`src/rtl/pio_defs.svh`:
```
`ifndef PIO_DEFS_SVH
`define PIO_DEFS_SVH

// register word offsets on the slave port
`define PIO_ADDR_W          3
`define PIO_BUS_DW          32
`define PIO_OFF_VALUE       3'h0
`define PIO_OFF_DIRECTION   3'h1
`define PIO_OFF_IRQ_MASK    3'h2
`define PIO_OFF_EDGE_FLAGS  3'h3
`define PIO_OFF_OUT_SET     3'h4
`define PIO_OFF_OUT_CLEAR   3'h5

// widest port and reset values
`define PIO_MAX_WIDTH       32
`define PIO_DIR_RESET       32'h0000_0000
`define PIO_MASK_RESET      32'h0000_0000
`define PIO_OUT_RESET       32'h0000_0000

`endif

```
`src/rtl/pio_pkg.sv`:
```
package pio_pkg;

    typedef enum logic [1:0] {
        PIO_DIR_BIDIR,
        PIO_DIR_IN,
        PIO_DIR_OUT,
        PIO_DIR_INOUT
    } pio_dir_type;

    typedef enum logic [1:0] {
        PIO_EDGE_RISE,
        PIO_EDGE_FALL,
        PIO_EDGE_ANY
    } pio_edge_type;

    typedef enum logic {
        PIO_IRQ_LEVEL,
        PIO_IRQ_EDGE
    } pio_irq_type;

endpackage

```
`src/rtl/pio_edge_if.sv`:
```
`timescale 1ns/1ps
interface pio_edge_if #(
    parameter int WIDTH = 32
);
    logic [WIDTH-1:0] sample;
    logic             clr_wr;
    logic [WIDTH-1:0] clr_data;
    logic [WIDTH-1:0] flags;

    modport ctrl (
        output sample,
        output clr_wr,
        output clr_data,
        input  flags
    );

    modport cap (
        input  sample,
        input  clr_wr,
        input  clr_data,
        output flags
    );
endinterface

```
`src/rtl/pio_top.sv`:
```
`timescale 1ns/1ps
`include "pio_defs.svh"
module pio_top #(
    parameter int                    WIDTH        = 32,
    parameter pio_pkg::pio_dir_type  DIR_MODE     = pio_pkg::PIO_DIR_BIDIR,
    parameter logic [31:0]           RESET_VALUE  = `PIO_OUT_RESET,
    parameter bit                    SET_CLEAR_EN = 1'b1,
    parameter bit                    EDGE_EN      = 1'b1,
    parameter pio_pkg::pio_edge_type EDGE_KIND    = pio_pkg::PIO_EDGE_RISE,
    parameter bit                    BIT_CLEAR_EN = 1'b1,
    parameter bit                    IRQ_EN       = 1'b1,
    parameter pio_pkg::pio_irq_type  IRQ_KIND     = pio_pkg::PIO_IRQ_EDGE
) (
    input  wire logic                   clk_sys,
    input  wire logic                   rst,
    input  wire logic [`PIO_ADDR_W-1:0] bus_addr,
    input  wire logic                   bus_read,
    input  wire logic                   bus_write,
    input  wire logic [`PIO_BUS_DW-1:0] bus_writedata,
    output logic      [`PIO_BUS_DW-1:0] bus_readdata,
    output logic                        irq,
    input  wire logic [WIDTH-1:0]       port_in,
    output logic      [WIDTH-1:0]       port_out,
    output logic      [WIDTH-1:0]       port_oe
);

    // build-time feature set; output-only builds lose all input features
    localparam bit HAS_IN   = (DIR_MODE != pio_pkg::PIO_DIR_OUT);
    localparam bit HAS_OUT  = (DIR_MODE != pio_pkg::PIO_DIR_IN);
    localparam bit HAS_DIR  = (DIR_MODE == pio_pkg::PIO_DIR_BIDIR);
    localparam bit HAS_EDGE = EDGE_EN && HAS_IN;
    localparam bit HAS_IRQ  = IRQ_EN && HAS_IN;
    localparam bit HAS_SC   = SET_CLEAR_EN && HAS_OUT;
    localparam logic [WIDTH-1:0] OUT_RESET = RESET_VALUE[WIDTH-1:0];
    localparam logic [WIDTH-1:0] OE_FIXED  = HAS_OUT ? '1 : '0;

    // width must stay inside one 32-bit register
    if (WIDTH < 1 || WIDTH > `PIO_MAX_WIDTH) begin : g_bad_width
        $error("port width must be 1 to 32");
    end

    function automatic logic hit(input logic [`PIO_ADDR_W-1:0] a,
                                 input logic [`PIO_ADDR_W-1:0] off);
        hit = (a == off);
    endfunction

    // zero-extend a port-wide value into a bus word
    function automatic logic [`PIO_BUS_DW-1:0] widen(input logic [WIDTH-1:0] v);
        logic [`PIO_BUS_DW-1:0] r;
        r = '0;
        r[WIDTH-1:0] = v;
        widen = r;
    endfunction

    logic             wr_value;
    logic             wr_dir;
    logic             wr_mask;
    logic             wr_edge;
    logic             wr_set;
    logic             wr_clr;
    logic [WIDTH-1:0] wdata;
    logic [WIDTH-1:0] in_val;
    logic [WIDTH-1:0] value_q;
    logic [WIDTH-1:0] dir_q;
    logic [WIDTH-1:0] mask_q;
    logic [WIDTH-1:0] flags;
    logic [`PIO_BUS_DW-1:0] rd_mux;
    logic             irq_d;

    logic [`PIO_BUS_DW-1:0] readdata_q;
    logic                   irq_q;
    logic [WIDTH-1:0]       port_out_q;
    logic [WIDTH-1:0]       port_oe_q;

    assign wdata  = bus_writedata[WIDTH-1:0];
    // input-only, in/out and bidirectional builds sample the pins
    assign in_val = HAS_IN ? port_in : '0;

    // write decode: absent registers take no write
    always_comb begin
        wr_value = 1'b0;
        wr_dir   = 1'b0;
        wr_mask  = 1'b0;
        wr_edge  = 1'b0;
        wr_set   = 1'b0;
        wr_clr   = 1'b0;
        if (!bus_write) begin
            wr_value = 1'b0;
        end else if (hit(bus_addr, `PIO_OFF_VALUE)) begin
            wr_value = HAS_OUT;
        end else if (hit(bus_addr, `PIO_OFF_DIRECTION)) begin
            wr_dir = HAS_DIR;
        end else if (hit(bus_addr, `PIO_OFF_IRQ_MASK)) begin
            wr_mask = HAS_IRQ;
        end else if (hit(bus_addr, `PIO_OFF_EDGE_FLAGS)) begin
            wr_edge = HAS_EDGE;
        end else if (hit(bus_addr, `PIO_OFF_OUT_SET)) begin
            wr_set = HAS_SC;
        end else if (hit(bus_addr, `PIO_OFF_OUT_CLEAR)) begin
            wr_clr = HAS_SC;
        end
    end

    pio_out_reg #(
        .WIDTH       (WIDTH),
        .RESET_VALUE (OUT_RESET),
        .HAS_OUT     (HAS_OUT),
        .HAS_SC      (HAS_SC)
    ) u_out (
        .clk_sys  (clk_sys),
        .rst      (rst),
        .wr_value (wr_value),
        .wr_set   (wr_set),
        .wr_clr   (wr_clr),
        .wdata    (wdata),
        .value_q  (value_q)
    );

    pio_edge_if #(.WIDTH(WIDTH)) edge_bus ();

    assign edge_bus.sample   = in_val;
    assign edge_bus.clr_wr   = wr_edge;
    assign edge_bus.clr_data = wdata;
    assign flags             = edge_bus.flags;

    pio_edge_cap #(
        .WIDTH        (WIDTH),
        .HAS_EDGE     (HAS_EDGE),
        .EDGE_KIND    (EDGE_KIND),
        .BIT_CLEAR_EN (BIT_CLEAR_EN)
    ) u_edge (
        .clk_sys (clk_sys),
        .rst     (rst),
        .e       (edge_bus)
    );

    always_ff @(posedge clk_sys or posedge rst) begin
        if (rst) begin
            dir_q <= WIDTH'(`PIO_DIR_RESET);
        end else if (wr_dir) begin
            dir_q <= wdata;
        end
    end

    always_ff @(posedge clk_sys or posedge rst) begin
        if (rst) begin
            mask_q <= WIDTH'(`PIO_MASK_RESET);
        end else if (wr_mask) begin
            mask_q <= wdata;
        end
    end

    // read mux; absent and unmapped words read as zero
    always_comb begin
        rd_mux = '0;
        if (hit(bus_addr, `PIO_OFF_VALUE)) begin
            rd_mux = widen(in_val);
        end else if (hit(bus_addr, `PIO_OFF_DIRECTION)) begin
            rd_mux = HAS_DIR ? widen(dir_q) : '0;
        end else if (hit(bus_addr, `PIO_OFF_IRQ_MASK)) begin
            rd_mux = HAS_IRQ ? widen(mask_q) : '0;
        end else if (hit(bus_addr, `PIO_OFF_EDGE_FLAGS)) begin
            rd_mux = HAS_EDGE ? widen(flags) : '0;
        end
    end

    // one cycle read latency keeps the bus output on a flop
    always_ff @(posedge clk_sys or posedge rst) begin
        if (rst) begin
            readdata_q <= '0;
        end else if (bus_read) begin
            readdata_q <= rd_mux;
        end
    end

    always_comb begin
        irq_d = 1'b0;
        if (!HAS_IRQ) begin
            irq_d = 1'b0;
        end else if (IRQ_KIND == pio_pkg::PIO_IRQ_LEVEL) begin
            irq_d = |(in_val & mask_q);
        end else begin
            irq_d = |(flags & mask_q);
        end
    end

    always_ff @(posedge clk_sys or posedge rst) begin
        if (rst) begin
            irq_q <= 1'b0;
        end else begin
            irq_q <= irq_d;
        end
    end

    // pins: bidirectional bits drive only while set as outputs
    always_ff @(posedge clk_sys or posedge rst) begin
        if (rst) begin
            port_out_q <= HAS_OUT ? OUT_RESET : '0;
            port_oe_q  <= '0;
        end else begin
            port_out_q <= value_q;
            port_oe_q  <= HAS_DIR ? dir_q : OE_FIXED;
        end
    end

    assign bus_readdata = readdata_q;
    assign irq          = irq_q;
    assign port_out     = port_out_q;
    assign port_oe      = port_oe_q;
endmodule

```
`src/rtl/pio_out_reg.sv`:
```
`timescale 1ns/1ps
module pio_out_reg #(
    parameter int               WIDTH       = 32,
    parameter logic [WIDTH-1:0] RESET_VALUE = '0,
    parameter bit               HAS_OUT     = 1'b1,
    parameter bit               HAS_SC      = 1'b1
) (
    input  wire logic             clk_sys,
    input  wire logic             rst,
    input  wire logic             wr_value,
    input  wire logic             wr_set,
    input  wire logic             wr_clr,
    input  wire logic [WIDTH-1:0] wdata,
    output logic      [WIDTH-1:0] value_q
);

    logic [WIDTH-1:0] set_mask;
    logic [WIDTH-1:0] clr_mask;

    assign set_mask = (HAS_SC && wr_set) ? wdata : '0;
    assign clr_mask = (HAS_SC && wr_clr) ? wdata : '0;

    always_ff @(posedge clk_sys or posedge rst) begin
        if (rst) begin
            value_q <= HAS_OUT ? RESET_VALUE : '0;
        end else if (!HAS_OUT) begin
            value_q <= '0;
        end else if (wr_value) begin
            value_q <= wdata;
        end else begin
            // untouched bits keep their value
            value_q <= (value_q | set_mask) & ~clr_mask;
        end
    end
endmodule

```
`src/rtl/pio_edge_cap.sv`:
```
`timescale 1ns/1ps
module pio_edge_cap #(
    parameter int                    WIDTH        = 32,
    parameter bit                    HAS_EDGE     = 1'b1,
    parameter pio_pkg::pio_edge_type EDGE_KIND    = pio_pkg::PIO_EDGE_RISE,
    parameter bit                    BIT_CLEAR_EN = 1'b1
) (
    input  wire logic clk_sys,
    input  wire logic rst,
    pio_edge_if.cap   e
);

    logic [WIDTH-1:0] prev_q;
    logic             primed_q;
    logic [WIDTH-1:0] flags_q;
    logic [WIDTH-1:0] det;
    logic [WIDTH-1:0] clr;

    // the first cycle after reset has no valid history, so no edge is seen
    always_ff @(posedge clk_sys or posedge rst) begin
        if (rst) begin
            prev_q   <= '0;
            primed_q <= 1'b0;
        end else begin
            prev_q   <= e.sample;
            primed_q <= 1'b1;
        end
    end

    always_comb begin
        det = '0;
        if (primed_q) begin
            case (EDGE_KIND)
                pio_pkg::PIO_EDGE_RISE: det = e.sample & ~prev_q;
                pio_pkg::PIO_EDGE_FALL: det = ~e.sample & prev_q;
                default:                det = e.sample ^ prev_q;
            endcase
        end
    end

    always_comb begin
        clr = '0;
        if (e.clr_wr) begin
            clr = BIT_CLEAR_EN ? e.clr_data : '1;
        end
    end

    always_ff @(posedge clk_sys or posedge rst) begin
        if (rst) begin
            flags_q <= '0;
        end else if (!HAS_EDGE) begin
            flags_q <= '0;
        end else begin
            // a new edge beats a clear in the same cycle
            flags_q <= (flags_q & ~clr) | det;
        end
    end

    assign e.flags = flags_q;
endmodule

```
`config.mk`:
```
export PLATFORM = sky130hd
export DESIGN_NAME = pio_top
export DESIGN_NICKNAME = d
export VERILOG_FILES = /design/src/rtl/pio_pkg.sv /design/src/rtl/pio_edge_if.sv /design/src/rtl/pio_top.sv /design/src/rtl/pio_out_reg.sv /design/src/rtl/pio_edge_cap.sv
export VERILOG_INCLUDE_DIRS = /design/src /design/src/rtl
export SDC_FILE = /design/constraint.sdc
export NUM_CORES = 1
export LEC_CHECK = 0
export ABC_AREA = 0
export ABC_CLOCK_PERIOD_IN_PS = 11600
export BUFFER_PORTS_ARGS = -buffer_cell sky130_fd_sc_hd__buf_2
export CELL_PAD_IN_SITES_DETAIL_PLACEMENT = 1
export CELL_PAD_IN_SITES_GLOBAL_PLACEMENT = 2
export CORE_MARGIN = 10
export CORE_UTILIZATION = 39
export DETAILED_ROUTE_END_ITERATION = 8
export PLACE_DENSITY_LB_ADDON = 0.1
export SYNTH_ARGS = -nofsm -noshare
export SYNTH_HDL_FRONTEND = slang
export SYNTH_SLANG_ARGS = --single-unit
```
`constraint.sdc`:
```
create_clock -name clk_sys -period 11.6 [get_ports clk_sys]
set_input_delay 2.9 -clock clk_sys [delete_from_list [all_inputs] [get_ports clk_sys]]
set_output_delay 2.9 -clock clk_sys [all_outputs]
set_load 0.005 [all_outputs]
```
==> impl_metrics.json <==
{
  "clockRootBuffer": "clkbuf_16",
  "tightest_slew_ns": 1.00,
  "hold_class": "reg -> reg",
  "h-tree-depth": 1,
  "end_kind": "register",
  "dr.pass1.iters": 4,
  "fp.dieW_um": 181,
  "ys.flop_type": "dfrtp_1",
  "p_leak_nw": 5.69,
  "post_cts_buffers": 0,
  "hpwl_um": 19500,
  "coreArea_um2": 25300,
  "dieArea_um2": 32600,
  "peakVddDrop_mv": 0.0967,
  "avgSynthCellArea_um2": 14.0,
  "ys_async_sr_fraction_pct": 100,
  "cts.path.max_buffers": 3,
  "path_class": "in -> reg",
  "cts_resized": 0,
  "grt_pass1_vias": 7523,
  "synth_edf_count": 0,
  "grt_pass1_wl_um": 46700,
  "start_util_pct": 39.8,
  "netSwitchingFraction_pct": 24.8,
  "synth_cells": 717,
  "power_frac_seq_pct": 46.3,
  "cts_buffers": 28,
  "setup_viol": 0,
  "area_delta_synth_final_pct": 21.8,
  "vias_per_cell": 5.28,
  "fin_crit_sh_pct": 45.8,
  "clkLatencyLatePin_ns": 0.54,
  "cts_tree": "done",
  "rsz0062_at_grt": "no",
  "crit_fanout": 35,
  "seq_area_frac_synth_pct": 64.2,
  "clk_pin_slew_worst_paths_ns": 0.06,
  "startpoint_type": "input port",
  "n_antenna_cell": 0,
  "p_int_w": 0.00186,
  "slew_headroom_pct": 33.2,
  "die_h_um": 181,
  "power_switching_w": 0.000614,
  "clock_sinks": 258,
  "syn_nets": 788,
  "fillers": 2609,
  "yosysWarnings": 0,
  "nets": 949,
  "antenna_found_initial": 0,
  "cellPowerDensity_nw_per_um2": 202,
  "hold_viol": 0,
  "hold_slack_ns": 0.378,
  "drive_above_1_share_pct": 36.2,
  "cp_data_required_time_ns": 12.02,
  "ant_nets": 0,
  "row_count": 58,
  "clock.fmax_ghz": 0.188,
  "slew_violations": 0,
  "worstPathArrival_ns": 5.73,
  "cap_violations": 0,
  "final.setup_skew_ns": 0.00790,
  "numPortBuffers": 167,
  "p_clk_share_pct": 40.6,
  "grt_max_degree": 112,
  "combPwrFrac_pct": 13.1,
  "synth_cell_type_count": 26,
  "setup_tns_ns": 0,
  "status": "completed",
  "dr.first_iter.drc_count": 521,
  "post_drt_wl_per_cell_um": 24.1,
  "worstHoldPathCells": 0,
  "ios": 168,
  "reg2reg_depth": 3,
  "min_period_ns": 5.31,
  "ys_seq_elements": 258,
  "via_count": 6495,
  "cts_hold_buf": 0,
  "wirelength_um": 29600,
  "drc_errors": 0,
  "overflow": 0,
  "syn_area_um2": 10100,
  "place_congestion": 0.768,
  "grt_usage_pct": 18.0
}
==> worst max-delay path, cell delays in order <==
cell and delay, ns:
buf_2 0.10, buf_4 0.35, nor2b_4 0.82, nor2b_4 0.60, buf_4 0.53, mux2_2 0.39
==> cells by family after synthesis <==
logic type	synth area share [%]
AO/OA/AOI/OAI	8.75
buffers and inverters	4.65
flip-flops	64.2
multiplexers	15.5
other	0.0373
AND/OR/NAND/NOR	6.91
==> Yosys cell counts, types with 2 or more instances <==
| library cell | count | area share, % |
|---|---|---|
| buf_4 | 3 | 0.22 |
| clkbuf_1 | 18 | 0.67 |
| buf_6 | 4 | 0.45 |
| nand2_1 | 66 | 2.5 |
| mux2_2 | 32 | 3.6 |
| mux2_1 | 2 | 0.22 |
| a22oi_1 | 16 | 1.2 |
| buf_2 | 17 | 0.85 |
| buf_1 | 2 | 0.075 |
| mux4_2 | 32 | 7.2 |
| dfrtp_1 | 258 | 64 |
| nand3_1 | 32 | 1.6 |
| inv_1 | 64 | 2.4 |
| a22o_1 | 32 | 2.8 |
| nand2b_1 | 33 | 2.1 |
| nor2b_1 | 3 | 0.19 |
| a32o_1 | 31 | 3.1 |
| nand4_1 | 4 | 0.25 |
| mux2_4 | 30 | 4.5 |
| o21ai_0 | 32 | 1.6 |
==> through the flow <==
step | cells | setup WS [ns] | area [µm²] | total power [W] | utilization, %
6_report | 1230 | 6.29 | 12200 | 0.00248 | 48.5
5_1_grt | 1230 | 6.14 | 12200 | 0.00260 | 48.5
4_1_cts | 1230 | 6.29 | 12200 | 0.00251 | 48.5
3_5_place_dp | 1178 | 5.72 | 11200 | 0.00150 | 44.3
3_3_place_gp | 1178 | 5.77 | 11200 | 0.00148 | 44.3
2_1_floorplan | 717 | 1.60 | 10100 | 0.00132 | -
==> cell type report <==
type                            count  area (µm²)  share of cell area (%)
Clock inverter                     12         218                    1.78
Inverter                           64         248                    2.02
Multi-Input combinational cell    351        3170                    25.9
Clock buffer                       40         847                    6.92
Timing Repair Buffer              175         896                    7.32
Sequential cell                   258        6460                    52.7
Tap cell                          330         413                    3.37
==> sequential cells by signal, indices dropped and copies added, names as in the netlist <==
name             cells
bus_readdata        32
dir_q               32
mask_q              32
port_oe             32
port_out            32
u_edge.e.flags      32
u_edge.prev_q       32
u_out.value_q       32
irq                  1
u_edge.primed_q      1
==> path summary, 6_finish.rpt <==
check	startpoint	end	slack, ns
setup / recovery	bus_addr[1]	dir_q[30]	6.29
hold / removal	u_out.value_q[9]	port_out[9]	0.38
setup reg to reg	u_edge.primed_q	u_edge.e.flags[30]	9.95
hold reg to reg	u_out.value_q[9]	port_out[9]	0.38
max in group asynchronous	rst	port_out[5]	7.56
min in group asynchronous	rst	port_oe[23]	2.49
==> placed cells by master, fill, tap and decap left out <==
| cell type | synthesis | routed |
|---|---|---|
| inv_1 | 64 | 63 |
| nand2_1 | 66 | 66 |
| a32o_1 | 31 | 31 |
| clkinvlp_4 | 0 | 3 |
| nand2b_2 | 0 | 1 |
| mux2_4 | 30 | 30 |
| nand3_1 | 32 | 32 |
| o21ai_0 | 32 | 32 |
| mux2_2 | 32 | 32 |
| a22o_1 | 32 | 32 |
| a22oi_1 | 16 | 16 |
| dfrtp_1 | 258 | 258 |
| conb_1 | 1 | 1 |
| inv_8 | 0 | 1 |
| nand2b_1 | 33 | 32 |
| bufinv_16 | 0 | 6 |
| clkbuf_1 | 18 | 3 |
| clkinv_2 | 0 | 3 |
| nand4_1 | 4 | 4 |
| mux4_2 | 32 | 32 |
| and4b_2 | 0 | 1 |
| clkbuf_16 | 0 | 29 |
| buf_2 | 17 | 167 |
| clkbuf_8 | 0 | 8 |
| buf_4 | 3 | 8 |
| mux2_1 | 2 | 2 |
| nor3_4 | 0 | 1 |
| or4_1 | 1 | 1 |
| o2bb2ai_1 | 1 | 1 |
| nor2b_4 | 0 | 4 |
==> power groups by stage <==
stage	combinational (W)	sequential, W	clock, W
3_3_place_gp	0.000323	0.00116	0
4_1_cts	0.000335	0.00115	0.00103
2_1_floorplan	0.000189	0.00113	0
3_5_place_dp	0.000333	0.00116	0
5_1_grt	0.000359	0.00117	0.00107
6_report	0.000325	0.00115	0.00100
==> per-layer routing <==
layer	part of all wire (%)	up-vias	GRT usage, %	wire [µm]
met4	1.3	0	3.54	379
met3	5.7	30	4.34	1700
li1	-	2844	-	-
met2	49	166	29.8	14500
met5	0	-	0	0
met1	44	3455	23.7	13000
Power figures use the tool's default switching activity.
